## src/verilog/scc_defines.vh

```
`ifndef SCC_DEFINES_VH
`define SCC_DEFINES_VH

// register offsets on the plain register port
`define SCC_ADDR_W          4
`define SCC_OFS_CONFIG      4'h0
`define SCC_OFS_TIMING      4'h1
`define SCC_OFS_DECODE      4'h2
`define SCC_OFS_FUSED       4'h3

// configuration register fields
`define SCC_STRAP_W         24
`define SCC_BIT_MEMMAP      31
`define SCC_CLK_HI          23
`define SCC_CLK_LO          21
`define SCC_USER_HI         20
`define SCC_USER_LO         17
`define SCC_BIT_PCI_CLK     4
`define SCC_BIT_RSVD3       3
`define SCC_BIT_PCI_ARBITER_ENABLE     2
`define SCC_BIT_PCI_HOST    1
`define SCC_BIT_FLASH8      0

// reset values
`define SCC_CONFIG_RST      32'h80ffffff
`define SCC_TIMING_RST      32'h00000000

// memory map, in units of 256 Mbyte regions (address bits 31:28)
`define SCC_REGION_LOW      4'h0
`define SCC_REGION_EXP      4'h5
`define SCC_FLASH_TOP       24'hffffff
`define SCC_BOOT_VECTOR     32'h00000000

// system address fields seen by the decode
`define SCC_REGION_HI       31
`define SCC_REGION_LO       28
`define SCC_WINDOW_HI       27
`define SCC_WINDOW_LO       24
`define SCC_WINDOW_BASE     4'h0
`define SCC_OFFSET_HI       23

// timing register fields
`define SCC_BIT_RDWAIT      0

// decode targets
`define SCC_TGT_NONE        2'h0
`define SCC_TGT_SDRAM       2'h1
`define SCC_TGT_EXP         2'h2

// strap capture sequencer states
`define SCC_ST_RESET        2'h0
`define SCC_ST_CAPTURE      2'h1
`define SCC_ST_RUN          2'h2

`endif

```

## src/verilog/scc_strap_capture.v

```verilog
// Our own choices: the address-and-strobe port and the register addresses.
`timescale 1ns/1ps
`include "scc_defines.vh"
module scc_strap_capture #(
  parameter STRAP_W = `SCC_STRAP_W,
  parameter [2:0] FUSED_CLK_SET = 3'h0
) (
  // clock and reset
  input  wire               clk_sys_in,
  input  wire               rstn_in,
  // expansion address pins
  input  wire [STRAP_W-1:0] exp_addr_in,
  output reg  [STRAP_W-1:0] exp_addr_out,
  output wire [STRAP_W-1:0] exp_addr_oe_out,
  // bus address from the expansion controller
  input  wire [STRAP_W-1:0] bus_addr_in,
  // expansion read data sampling
  input  wire               exp_rd_start_in,
  output reg                exp_rd_sample_out,
  // system address decode
  input  wire [31:0]        sys_addr_in,
  output reg  [1:0]         sys_target_out,
  output reg  [23:0]        sys_offset_out,
  output wire [31:0]        boot_vector_out,
  // configuration outputs
  output wire               mem_map_boot_out,
  output wire [2:0]         core_clk_set_out,
  output wire [3:0]         user_field_out,
  output wire               pci_clk_66_out,
  output wire               pci_arbiter_enable_out,
  output wire               pci_host_out,
  output wire               flash_8bit_out,
  output wire               strap_done_out,
  // register port
  input  wire [`SCC_ADDR_W-1:0] reg_addr_in,
  input  wire [31:0]        reg_wdata_in,
  input  wire               reg_wr_in,
  input  wire               reg_rd_in,
  output reg  [31:0]        reg_rdata_out
);

  reg  [1:0]         state_ff;
  reg  [1:0]         nxt_state;
  reg                load_straps;
  wire [STRAP_W-1:0] strap_q;
  reg                memmap_ff;
  reg  [STRAP_W-1:0] soft_ff;
  reg                soft_valid_ff;
  reg                rd_wait_ff;
  reg                rd_pend_ff;
  reg  [31:0]        config_val;
  wire [2:0]         clk_req;
  wire [3:0]         sys_region;

  // sequencer: reset -> run; straps load in the reset state (first cycle after release), the capture state is never entered
  always @* begin
    nxt_state   = state_ff;
    load_straps = 1'b0;
    case (state_ff)
      `SCC_ST_RESET: begin
        load_straps = 1'b1;
        nxt_state   = `SCC_ST_RUN;
      end
      `SCC_ST_CAPTURE: begin
        nxt_state = `SCC_ST_RUN;
      end
      `SCC_ST_RUN: begin
        nxt_state = `SCC_ST_RUN;
      end
      default: begin
        nxt_state = `SCC_ST_RESET;
      end
    endcase
  end

  always @(posedge clk_sys_in) begin
    if (!rstn_in) begin
      state_ff <= `SCC_ST_RESET;
    end else begin
      state_ff <= nxt_state;
    end
  end

  // pins are inputs during reset and the capture cycle, outputs after
  assign exp_addr_oe_out = (state_ff == `SCC_ST_RUN) ? {STRAP_W{1'b1}}
                                                     : {STRAP_W{1'b0}};
  assign strap_done_out  = (state_ff == `SCC_ST_RUN);

  always @(posedge clk_sys_in) begin
    if (!rstn_in) begin
      exp_addr_out <= {STRAP_W{1'b0}};
    end else begin
      exp_addr_out <= bus_addr_in;
    end
  end

  // pull-up behaviour lives on the pad; the flops reset to 1 so no capture still reads 1
  scc_sync_flop #(
    .WIDTH (STRAP_W)
  ) u_straps (
    .clk_sys_in (clk_sys_in),
    .rstn_in    (rstn_in),
    .load_in    (load_straps),
    .d_in       (exp_addr_in),
    .q_out      (strap_q)
  );

  // software overlay of the low 24 bits; straps stay the source until written
  always @(posedge clk_sys_in) begin
    if (!rstn_in) begin
      memmap_ff     <= 1'b1;
      soft_ff       <= {STRAP_W{1'b1}};
      soft_valid_ff <= 1'b0;
      rd_wait_ff    <= 1'b0;
    end else if (reg_wr_in) begin
      case (reg_addr_in)
        `SCC_OFS_CONFIG: begin
          memmap_ff     <= reg_wdata_in[`SCC_BIT_MEMMAP];
          soft_ff       <= reg_wdata_in[STRAP_W-1:0];
          soft_valid_ff <= 1'b1;
        end
        `SCC_OFS_TIMING: begin
          rd_wait_ff <= reg_wdata_in[`SCC_BIT_RDWAIT];
        end
        default: begin
          rd_wait_ff <= rd_wait_ff;
        end
      endcase
    end
  end

  always @* begin
    config_val = 32'h00000000;
    config_val[`SCC_BIT_MEMMAP] = memmap_ff;
    config_val[STRAP_W-1:0]     = soft_valid_ff ? soft_ff : strap_q;
    // reserved bit 3 is kept at 1 whatever software writes
    config_val[`SCC_BIT_RSVD3]  = 1'b1;
  end

  // a larger code is a slower clock; take the slower of request and fuse
  assign clk_req          = config_val[`SCC_CLK_HI:`SCC_CLK_LO];
  assign core_clk_set_out = (clk_req > FUSED_CLK_SET) ? clk_req : FUSED_CLK_SET;
  assign user_field_out   = config_val[`SCC_USER_HI:`SCC_USER_LO];
  assign pci_clk_66_out   = config_val[`SCC_BIT_PCI_CLK];
  assign pci_arbiter_enable_out = config_val[`SCC_BIT_PCI_ARBITER_ENABLE];
  assign pci_host_out     = config_val[`SCC_BIT_PCI_HOST];
  assign flash_8bit_out   = config_val[`SCC_BIT_FLASH8];
  assign mem_map_boot_out = memmap_ff;
  assign boot_vector_out  = `SCC_BOOT_VECTOR;
  assign sys_region       = sys_addr_in[`SCC_REGION_HI:`SCC_REGION_LO];

  // system address decode, registered
  always @(posedge clk_sys_in) begin
    if (!rstn_in) begin
      sys_target_out <= `SCC_TGT_NONE;
      sys_offset_out <= 24'h000000;
    end else begin
      sys_offset_out <= sys_addr_in[`SCC_OFFSET_HI:0];
      if (sys_region == `SCC_REGION_LOW) begin
        if (memmap_ff) begin
          // boot window: flash region decodes only up to 16 mbyte
          sys_target_out <= (sys_addr_in[`SCC_WINDOW_HI:`SCC_WINDOW_LO] == `SCC_WINDOW_BASE)
                            ? `SCC_TGT_EXP : `SCC_TGT_NONE;
        end else begin
          sys_target_out <= `SCC_TGT_SDRAM;
        end
      end else if (sys_region == `SCC_REGION_EXP && !memmap_ff) begin
        // whole region goes to the controller; the 24 pins alias every 16 mbyte
        sys_target_out <= `SCC_TGT_EXP;
      end else begin
        sys_target_out <= `SCC_TGT_NONE;
      end
    end
  end

  // read data sampling: one extra cycle when the slow-edge wait is set
  always @(posedge clk_sys_in) begin
    if (!rstn_in) begin
      rd_pend_ff        <= 1'b0;
      exp_rd_sample_out <= 1'b0;
    end else begin
      rd_pend_ff        <= exp_rd_start_in & rd_wait_ff;
      exp_rd_sample_out <= (exp_rd_start_in & ~rd_wait_ff) | rd_pend_ff;
    end
  end

  // register reads, data one cycle after the strobe
  always @(posedge clk_sys_in) begin
    if (!rstn_in) begin
      reg_rdata_out <= 32'h00000000;
    end else if (reg_rd_in) begin
      case (reg_addr_in)
        `SCC_OFS_CONFIG: reg_rdata_out <= config_val;
        `SCC_OFS_TIMING: reg_rdata_out <= {31'h00000000, rd_wait_ff};
        `SCC_OFS_DECODE: reg_rdata_out <= {30'h00000000, strap_done_out, memmap_ff};
        `SCC_OFS_FUSED:  reg_rdata_out <= {29'h00000000, core_clk_set_out};
        default:         reg_rdata_out <= 32'h00000000;
      endcase
    end else begin
      reg_rdata_out <= 32'h00000000;
    end
  end

endmodule

```

## src/verilog/scc_sync_flop.v

```verilog
`timescale 1ns/1ps
// per-bit capture flops for the strap levels
module scc_sync_flop #(
  parameter WIDTH = 24
) (
  // clock and reset
  input  wire             clk_sys_in,
  input  wire             rstn_in,
  // capture
  input  wire             load_in,
  input  wire [WIDTH-1:0] d_in,
  output wire [WIDTH-1:0] q_out
);

  genvar i;
  generate
    for (i = 0; i < WIDTH; i = i + 1) begin : g_bit
      reg bit_ff;
      // reset value 1 mirrors an unstrapped pin held by its pull-up
      always @(posedge clk_sys_in) begin
        if (!rstn_in) begin
          bit_ff <= 1'b1;
        end else if (load_in) begin
          bit_ff <= d_in[i];
        end
      end
      assign q_out[i] = bit_ff;
    end
  endgenerate

endmodule

```

## config.mk

```make
export PLATFORM = sky130hd
export DESIGN_NAME = scc_strap_capture
export DESIGN_NICKNAME = d
export VERILOG_FILES = /design/src/verilog/scc_strap_capture.v /design/src/verilog/scc_sync_flop.v
export VERILOG_INCLUDE_DIRS = /design/src /design/src/verilog
export SDC_FILE = /design/constraint.sdc
export NUM_CORES = 1
export LEC_CHECK = 0
export BUFFER_PORTS_ARGS = -buffer_cell sky130_fd_sc_hd__buf_2
export CAP_MARGIN = 20
export CORE_ASPECT_RATIO = 1.2
export CORE_UTILIZATION = 35
export CTS_BUF_LIST = sky130_fd_sc_hd__clkbuf_16
export DETAILED_ROUTE_END_ITERATION = 10
export MAX_ROUTING_LAYER = met4
export PLACE_DENSITY = 0.69
export SLEW_MARGIN = 10
export SYNTH_ARGS = -nofsm -noshare
export SYNTH_HDL_FRONTEND = slang
export SYNTH_SLANG_ARGS = --single-unit
```

## constraint.sdc

```tcl
create_clock -name clk_sys_in -period 1.6 [get_ports clk_sys_in]
set_input_delay 0.32 -clock clk_sys_in [delete_from_list [all_inputs] [get_ports clk_sys_in]]
set_output_delay 0.32 -clock clk_sys_in [all_outputs]
set_load 0.02 [all_outputs]
```

==> results of run 1 <==
## through the flow
step	hold slack [ns]	std cells	power, W
finish	0.115	869	0.00785
global route	0.0992	869	0.00815
CTS	0.101	866	0.00794
detailed placement	0.432	826	0.00423
global placement	0.429	826	0.00422
floorplan	0.348	511	0.00401
## layout make-up
cell class / instances / area share, %
flip-flops and latches: 127 / 39.2
multi-input cells: 286 / 26.7
repair buffers: 249 / 21.9
clock buffers: 17 / 6.54
well taps: 168 / 3.23
clock inverters: 15 / 2.04
inverters: 5 / 0.289
diodes: 2 / 0.0770
## synth_stat cells, drive strengths merged
library cell    n
a21oi           6
a221oi          1
and2           49
and3            9
and4bb          1
buf            79
clkbuf         14
conb            1
dfxtp         127
inv             5
mux2           10
mux2i          36
nand2          27
nand2b          1
nand3          51
nand3b          1
nand4b          1
nor2           17
nor3            3
nor3b           1
nor4            1
o211ai          2
o21a            1
o21ai          25
o31ai           1
or2             1
or3             1
or3b            1
## power by group through the flow
stage | Combinational [W] | Sequential [W] | Clock, W
after global placement | 0.000827 | 0.00339 | 0
after detailed placement | 0.000832 | 0.00340 | 0
after global routing | 0.000957 | 0.00334 | 0.00386
after CTS | 0.000884 | 0.00333 | 0.00373
final | 0.000883 | 0.00333 | 0.00364
after floorplan | 0.000519 | 0.00349 | 0
## cell families after synthesis
| logic type | after synthesis | share of synthesized area (%) |
|---|---|---|
| other | 1 | 0.0789 |
| DFF | 127 | 53.5 |
| muxes | 46 | 9.94 |
| buffers and inverters | 98 | 13.9 |
| AOI/OAI and AO/OA | 36 | 4.08 |
| and+or+nand+nor | 165 | 18.5 |
## routing by layer
metal  share of wire (%)  up-vias  global-route usage, %
li1                    -     1893                      -
met5                   0        -                      -
met1                  42     1768                   19.8
met4                 1.9        0                   6.52
met2                  49      199                   29.6
met3                 7.1       17                   4.75
## flip-flops by register name, summed over array words and instances (netlist names)
name	cells
state_ff	1
mem_map_boot_out	1
soft_ff	23
soft_valid_ff	1
exp_addr_out	24
u_straps.g_bit.bit_ff	23
reg_rdata_out	25
sys_offset_out	24
rd_wait_ff	1
rd_pend_ff	1
sys_target_out	2
exp_rd_sample_out	1
## worst max-delay path by stage
stage                     depth (start not counted)            from                  endpoint
after global routing                              3   soft_valid_ff            flash_8bit_out
after detailed placement                          3   soft_valid_ff         user_field_out[2]
final                                             3   soft_valid_ff            flash_8bit_out
after global placement                            4  reg_addr_in[1]               soft_ff[17]
after CTS                                         3   soft_valid_ff            flash_8bit_out
after floorplan                                   4     state_ff[1]  u_straps.g_bit[0].bit_ff
## placed cells by master, fill, tap and decap left out, types with 3 or more instances in the layout
master                        n
sky130_fd_sc_hd__clkbuf_16   17
sky130_fd_sc_hd__inv_1        5
sky130_fd_sc_hd__o21ai_0      5
sky130_fd_sc_hd__buf_12       3
sky130_fd_sc_hd__buf_6       14
sky130_fd_sc_hd__buf_2      213
sky130_fd_sc_hd__nor2_1      16
sky130_fd_sc_hd__mux2i_1     36
sky130_fd_sc_hd__a21oi_1      6
sky130_fd_sc_hd__nand3_1     51
sky130_fd_sc_hd__inv_6        6
sky130_fd_sc_hd__and3_1       9
sky130_fd_sc_hd__dfxtp_1    125
sky130_fd_sc_hd__mux2_4      10
sky130_fd_sc_hd__buf_4       19
sky130_fd_sc_hd__nand2_1     27
sky130_fd_sc_hd__conb_1      39
sky130_fd_sc_hd__o21ai_1     20
sky130_fd_sc_hd__nor3_1       3
sky130_fd_sc_hd__and2_1      49
## critical path, stage by stage (launching register included)
cell and delay, ns:
sky130_fd_sc_hd__dfxtp_4 0.38, sky130_fd_sc_hd__buf_6 0.13, sky130_fd_sc_hd__mux2_4 0.32, sky130_fd_sc_hd__buf_6 0.14
## what timing repair did
| action | CTS | global route |
|---|---|---|
| gates resized for setup | 37 | 1 |
| buffers inserted | 8 | 1 |
| endpoints found under the setup margin | 11 | 36 |
==> impl_metrics.yaml, run 1 <==
run_status:
  run_status: "complete, but fails checks"
  failed_checks: "negative setup slack"
setup_path:
  setup.reg_to_reg.worst_slack_ns: 0.18
  crit_path_max_fanout: 4
  cp_data_arrival_time_ns: 1.38
  critical_setup_path_kind: "flop to output port"
  worstSetupEndpointType: "output port"
  required_ns: 1.28
  r2r_cells: 6
  crit-reg2reg-launch: "soft_valid_ff"
  timing.critical_path.from_type: "flop"
  r2r_end: "reg_rdata_out[1]"
logic_synthesis:
  post_synthesis_cell_count: 473
  synth-seq-area-share_pct: 53.5
  mappedNetlistArea_sq_um: 4760
  yosysWarningCount: 0
  netlist.top_cell.by_area: "sky130_fd_sc_hd__dfxtp_1"
  postSynthRegisterBits: 127
  syn_area_per_cell_sq_um: 10.1
  synth.distinct_cells: 34
  synth.area.top_cells: "sky130_fd_sc_hd__dfxtp_1 53%, sky130_fd_sc_hd__buf_4 10%, sky130_fd_sc_hd__mux2i_1 7.6%"
  yosys.area.top_type_share_pct: 53.5
global_route:
  number_of_global_route_vias_before_repair: 3550
  wire_length_of_the_first_global_routing_pass_mm: 18.0
  gr-usage-all-layers_pct: 17.5
  grt_antenna_before_repair: 2
  grt_start_max_net_pins: 63
  global_route.overflow_total: 0
routing:
  drt_drc_violations_left: 0
  avgViaCountPerCell: 4.46
  vias: 3877
  drtIter0Drc: 173
  ant_nets: 0
  routedWlPerCell_um: 13.8
  drt_wl_total_mm: 12.0
  drt_pre_antenna_iters: 4
power:
  internal_power_w: 0.00580
  sw_frac_of_total_pct: 26.1
  static-leakage-power_nw: 3.18
  p_seq_share_pct: 42.4
  pwr-share-comb_pct: 11.3
  share_clk_of_total_power_pct: 46.3
  worst_ir_drop_vdd_v: 0.000706
  power.density_cell_area_nw_per_um2: 1210
  switchingPower_w: 0.00205
finish:
  drive_gt1_share_pct: 42.3
  layout.cell_area.non_filler_sq_um: 6500
  area_overhead_vs_synth_pct: 36.7
  layout.core_utilization_pct: 49.1
  multiInputGateArea_sq_um: 1740
  n_fill_cell: 1272
  seqCellArea_sq_um: 2550
  finalNetCount: 807
timing:
  setup_ws_ns: -0.0969
  timing.slew.headroom_pct: 64.2
  timing.final.setup_violations: 10
  maxSlewViolCount: 0
  finalHoldViolCount: 0
  minimum_clock_period_after_layout_ns: 1.70
  worstMarginPinSlew_ns: 0.537
  clock-skew-final_ns: 0.00661
  fin_crit_sh_pct: 106
  fmaxAchievable_mhz: 589
  grt_setup_unrepaired: "true"
  fin_setup_tns_ns: -0.813
clock_tree:
  numCtsBuffers: 17
  clock_latency_ns: 0.40
  cts-root-buf: "sky130_fd_sc_hd__clkbuf_16"
  cts_htree_levels: 4
  cts.clk_slew.worst_paths_ns: 0.06
  tritoncts: "done"
  postCtsHoldBufs: 0
  clock_sink_count: 127
  clockBufferDepth: 2
floorplan:
  fp.coreArea_sq_um: 13200
  floorplan.initialDensity_pct: 35.9
  dieHeight_um: 130
  fp-row-count: 46
  design.die.area_sq_um: 14100
  boundaryPins: 273
  die-width_um: 108
min_path:
  min-delay-path-class: "input pin to flop"
  timing.hold.worst.start: "sys_addr_in[1]"
  worstHoldEndpoint: "sys_offset_out[1]"
  hold_path_depth: 2
placement:
  place.detailed.hpwl_mm: 8.36
  io_buffer_count: 224
  place_ws_ns: 0.109
  post_place_instance_area_sq_um: 5750
  finalWeightedCongestion: 0.776
job:
  timing.max_cap.violations: 0
Power figures use the tool's default switching activity.
==> run 2, diff against run 1 <==
--- a/config.mk
+++ b/config.mk
@@ -8,12 +8,15 @@
 export LEC_CHECK = 0
 export BUFFER_PORTS_ARGS = -buffer_cell sky130_fd_sc_hd__buf_2
 export CAP_MARGIN = 20
+export CELL_PAD_IN_SITES_DETAIL_PLACEMENT = 1
+export CELL_PAD_IN_SITES_GLOBAL_PLACEMENT = 1
 export CORE_ASPECT_RATIO = 1.2
-export CORE_UTILIZATION = 35
+export CORE_UTILIZATION = 28
 export CTS_BUF_LIST = sky130_fd_sc_hd__clkbuf_16
 export DETAILED_ROUTE_END_ITERATION = 10
+export HOLD_SLACK_MARGIN = 0.08
 export MAX_ROUTING_LAYER = met4
-export PLACE_DENSITY = 0.69
+export PLACE_DENSITY_LB_ADDON = 0.1
 export SLEW_MARGIN = 10
 export SYNTH_ARGS = -nofsm -noshare
 export SYNTH_HDL_FRONTEND = slang
==> impl_metrics.yaml, run 2 (same netlist as run 1, synthesis figures left out) <==
floorplan:
  boundaryPins: 273
  die-width_um: 121
  dieHeight_um: 145
  fp.coreArea_sq_um: 16400
  design.die.area_sq_um: 17500
  fp-row-count: 51
  floorplan.initialDensity_pct: 29.0
job:
  timing.max_cap.violations: 0
placement:
  place_ws_ns: 0.0869
  post_place_instance_area_sq_um: 5830
  finalWeightedCongestion: 0.768
  place.detailed.hpwl_mm: 10.2
  io_buffer_count: 224
min_path:
  timing.hold.worst.start: "sys_addr_in[30]"
  min-delay-path-class: "input pin to flop"
clock_tree:
  clockBufferDepth: 2
  clock_sink_count: 127
  tritoncts: "done"
  clock_latency_ns: 0.42
  cts-root-buf: "sky130_fd_sc_hd__clkbuf_16"
  postCtsHoldBufs: 0
  cts.clk_slew.worst_paths_ns: 0.06
  cts_htree_levels: 4
  numCtsBuffers: 17
routing:
  avgViaCountPerCell: 4.26
  ant_nets: 0
  routedWlPerCell_um: 15.7
  vias: 3877
  drt_pre_antenna_iters: 4
  drt_wl_total_mm: 14.3
  drt_drc_violations_left: 0
  drtIter0Drc: 144
global_route:
  grt_use_met1_pct: 17.7
  use_met3_pct: 4.51
  grt_antenna_before_repair: 0
  use_met2_pct: 28.6
  number_of_global_route_vias_before_repair: 3954
  grt_start_max_net_pins: 49
  global_route.overflow_total: 0
  grt_busiest_layer: "met2"
  gr-usage-all-layers_pct: 16.6
  wire_length_of_the_first_global_routing_pass_mm: 20.7
finish:
  largestRegisters: "reg_rdata_out (25), exp_addr_out (24), sys_offset_out (24)"
  mostFrequentLayoutCell: "sky130_fd_sc_hd__buf_2"
  finalNetCount: 806
  drive_gt1_share_pct: 42.1
  num_antenna_cells: 0
  largest_register_ff_count: 25
  largest_register: "reg_rdata_out"
  area_overhead_vs_synth_pct: 37.8
  layout.cell_area.non_filler_sq_um: 6550
  most-common-layout-cells: "213 x sky130_fd_sc_hd__buf_2, 125 x sky130_fd_sc_hd__dfxtp_1, 51 x sky130_fd_sc_hd__nand3_1, 49 x sky130_fd_sc_hd__and2_1, 39 x sky130_fd_sc_hd__conb_1"
setup_path:
  cp_data_arrival_time_ns: 1.44
  timing.critical_path.from_type: "flop"
  required_ns: 1.28
  critical_setup_path_kind: "flop to output port"
  crit-reg2reg-launch: "soft_valid_ff"
  critPathLaunch: "soft_valid_ff"
  crit_path_max_fanout: 7
  worstSetupEndpointType: "output port"
timing:
  fin_crit_sh_pct: 110
  minimum_clock_period_after_layout_ns: 1.76
  timing.slew.headroom_pct: 62.1
  worstMarginPinSlew_ns: 0.569
  timing.final.setup_violations: 11
  finalHoldViolCount: 0
  clock-skew-final_ns: 0.00824
  fin_setup_tns_ns: -1.41
  setup_ws_ns: -0.156
  grt_setup_unrepaired: "true"
  maxSlewViolCount: 0
  fmaxAchievable_mhz: 569
run_status:
  failed_checks: "negative setup slack"
  run_status: "complete, but fails checks"
power:
  worst_ir_drop_vdd_v: 0.000649
  power.density_cell_area_nw_per_um2: 1180
  static-leakage-power_nw: 3.19
-- run 2: per-layer routing --
metal / vias to the layer above / wire (um)
met3: 21 / 775
met5: - / 0
met2: 147 / 7530
met1: 1821 / 5710
met4: 0 / 259
li1: 1888 / -
-- run 2: through the flow --
stage | power, W | std cells | util [%] | hold WS [ns]
after detailed placement | 0.00425 | 871 | 35.5 | 0.429
after global placement | 0.00424 | 871 | 35.5 | 0.435
final | 0.00774 | 910 | 40.0 | 0.103
after floorplan | 0.00401 | 511 | - | 0.348
after CTS | 0.00786 | 910 | 39.9 | 0.0805
after global routing | 0.00806 | 910 | 40.0 | 0.0856
-- run 2: worst paths after layout --
kind	end	depth (start not counted)	slack, ns
hold reg to reg	exp_rd_sample_out	2	0.43
setup reg to reg	reg_rdata_out[0]	5	0.25
setup / recovery	core_clk_set_out[2]	3	-0.16
hold / removal	sys_target_out[0]	2	0.10
-- run 2: power by group --
part	internal (W)	switching, W	total, W	leakage (nW)
combinational	0.000363	0.000532	0.000895	1.87
sequential	0.00329	0.0000466	0.00333	1.05
clock	0.00209	0.00142	0.00351	0.277
-- run 2: final cells by class --
class / count / area, sq um
fill: 1935 / 9850
sequential: 127 / 2550
tap: 212 / 265
multi-input combinational: 286 / 1750
timing repair buffer: 248 / 1440
clock buffer: 17 / 425
clock inverter: 15 / 108
inverter: 5 / 18.8
-- run 2: worst max-delay path, cell delays in order, from the launching register on --
cell and delay, ns:
sky130_fd_sc_hd__dfxtp_4 0.39, sky130_fd_sc_hd__buf_12 0.16, sky130_fd_sc_hd__mux2_4 0.33, sky130_fd_sc_hd__buf_6 0.14
-- run 2: what timing repair did --
action	CTS	global route
setup buffers	6	0
cloned	1	0
endpoints found under the setup margin	11	11
gates resized for setup	35	3
==> run 3, diff against run 2 <==
--- a/config.mk
+++ b/config.mk
@@ -14,6 +14,7 @@
 export CORE_UTILIZATION = 28
 export CTS_BUF_LIST = sky130_fd_sc_hd__clkbuf_16
 export DETAILED_ROUTE_END_ITERATION = 10
+export GPL_TIMING_DRIVEN = 0
 export HOLD_SLACK_MARGIN = 0.08
 export MAX_ROUTING_LAYER = met4
 export PLACE_DENSITY_LB_ADDON = 0.1
==> impl_metrics.yaml, run 3 (same netlist as run 1, synthesis figures left out) <==
run_status:
  run_status: "complete, but fails checks"
  failed_checks: "negative setup slack"
clock_tree:
  cts_htree_levels: 4
  cts.clk_slew.worst_paths_ns: 0.05
  clock_latency_ns: 0.41
  clockBufferDepth: 2
  clock_sink_count: 127
  cts-root-buf: "sky130_fd_sc_hd__clkbuf_16"
  numCtsBuffers: 17
  tritoncts: "done"
job:
  timing.max_cap.violations: 0
routing:
  vias: 4147
  drt_pre_antenna_iters: 4
  drt_drc_violations_left: 0
  ant_nets: 0
  avgViaCountPerCell: 4.20
  drtIter0Drc: 184
  routedWlPerCell_um: 15.5
  drt_wl_total_mm: 15.3
finish:
  most-common-layout-cells: "218 x sky130_fd_sc_hd__buf_2, 125 x sky130_fd_sc_hd__dfxtp_1, 72 x sky130_fd_sc_hd__buf_4, 51 x sky130_fd_sc_hd__nand3_1, 49 x sky130_fd_sc_hd__and2_1"
  layout.core_utilization_pct: 43.0
  mostFrequentLayoutCell: "sky130_fd_sc_hd__buf_2"
  n_fill_cell: 1931
  seqCellArea_sq_um: 2550
  largest_register: "reg_rdata_out"
  area_overhead_vs_synth_pct: 48.1
  largest_register_ff_count: 25
  largestRegisters: "reg_rdata_out (25), exp_addr_out (24), sys_offset_out (24)"
  drive_gt1_share_pct: 45.5
  final_cell_count_no_fill: 987
  multiInputGateArea_sq_um: 1740
  finalNetCount: 884
power:
  static-leakage-power_nw: 3.52
  share_clk_of_total_power_pct: 42.4
  internal_power_w: 0.00566
  pwr-share-comb_pct: 13.6
  power.density_cell_area_nw_per_um2: 1080
  p_seq_share_pct: 43.9
  sw_frac_of_total_pct: 25.5
  switchingPower_w: 0.00194
  worst_ir_drop_vdd_v: 0.000572
timing:
  maxSlewViolCount: 0
  minimum_clock_period_after_layout_ns: 1.71
  finalHoldViolCount: 0
  fmaxAchievable_mhz: 585
  fin_crit_sh_pct: 107
  grt_setup_unrepaired: "true"
  timing.final.setup_violations: 11
  worstMarginPinSlew_ns: 0.611
  clock-skew-final_ns: 0.00519
  fin_setup_tns_ns: -1.09
  timing.slew.headroom_pct: 59.1
  setup_ws_ns: -0.110
setup_path:
  worstPathBufferInverterCount: 2
  worstSetupEndpointType: "output port"
  cpMaxStageDelayCell: "sky130_fd_sc_hd__dfxtp_4"
  critical_setup_path_kind: "flop to output port"
  timing.critical_path.from_type: "flop"
  series_of_cell_instances_along_the_critical_path: "buf_8, mux2_4, buf_6"
  required_ns: 1.28
  dominant_delay_contributor_by_cell_family_on_the_critical_path: "flip-flops"
  cp_data_arrival_time_ns: 1.39
  crit_path_max_fanout: 5
  critical-path-max-stage-delay_ns: 0.39
floorplan:
  fp-row-count: 51
  fp.coreArea_sq_um: 16400
  design.die.area_sq_um: 17500
  die-width_um: 121
  floorplan.initialDensity_pct: 29.0
  dieHeight_um: 145
  boundaryPins: 273
global_route:
  global_route.overflow_total: 0
  grt_start_max_net_pins: 27
  wire_length_of_the_first_global_routing_pass_mm: 21.9
  grt_antenna_before_repair: 1
  number_of_global_route_vias_before_repair: 4284
  gr-usage-all-layers_pct: 17.6
placement:
  place.detailed.hpwl_mm: 11.6
  dp.cells: 945
  finalWeightedCongestion: 0.741
  io_buffer_count: 222
min_path:
  min-delay-path-class: "input pin to flop"
run 3: what timing repair did:
action,CTS,global route
endpoints found under the hold margin,2,0
endpoints found under the setup margin,56,26
buffers inserted,6,3
hold buffers,3,0
gates cloned,0,1
resized for setup,25,19
run 3: power groups by stage:
| stage | Combinational, W | Sequential, W | Clock [W] |
|---|---|---|---|
| after global placement | 0.000950 | 0.00340 | 0 |
| final | 0.00103 | 0.00334 | 0.00322 |
| after global routing | 0.00111 | 0.00335 | 0.00349 |
| after CTS | 0.00101 | 0.00334 | 0.00334 |
| after detailed placement | 0.000969 | 0.00341 | 0 |
| after floorplan | 0.000519 | 0.00349 | 0 |
run 3: metal layers:
metal	GRT usage, %	vias up	part of all wire [%]
li1	-	2052	-
met1	18.0	1928	39
met2	31.5	149	54
met3	4.66	18	5.2
met4	7.73	0	1.6
met5	-	-	0
run 3: cell type report:
cell class	count	area share [%]
Multi-Input combinational cell	286	24.7
Tap cell	212	3.76
Timing Repair Buffer	235	18.9
Clock buffer	17	6.04
Antenna cell	1	0.0355
Buffer	91	9.18
Sequential cell	127	36.2
Clock inverter	13	0.888
Inverter	5	0.266
run 3: path summary, 6_finish.rpt:
path,startpoint,to,slack (ns),cells past startpoint
hold / removal,bus_addr_in[22],exp_addr_out[22],0.11,2
hold reg to reg,rd_pend_ff,exp_rd_sample_out,0.45,2
setup / recovery,soft_valid_ff,user_field_out[0],-0.11,3
setup reg to reg,state_ff[1],u_straps.g_bit[6].bit_ff,0.15,5
run 3: metrics by stage:
step | power [W] | setup slack, ns | hold WS [ns] | area [sq um]
4_1_cts | 0.00769 | -0.234 | 0.0874 | 6940
3_3_place_gp | 0.00435 | -0.254 | 0.432 | 6280
6_report | 0.00759 | -0.110 | 0.113 | 7050
5_1_grt | 0.00795 | -0.157 | 0.0919 | 7050
3_5_place_dp | 0.00438 | -0.278 | 0.435 | 6280
2_1_floorplan | 0.00401 | 0.130 | 0.348 | 4900
run 3: worst reg2reg max path, cell delays in order (launching register included):
cell and delay [ns]:
sky130_fd_sc_hd__dfxtp_4 0.36, sky130_fd_sc_hd__buf_6 0.15, sky130_fd_sc_hd__buf_2 0.23, sky130_fd_sc_hd__buf_4 0.28
sky130_fd_sc_hd__mux2i_1 0.22, sky130_fd_sc_hd__nand2_1 0.07
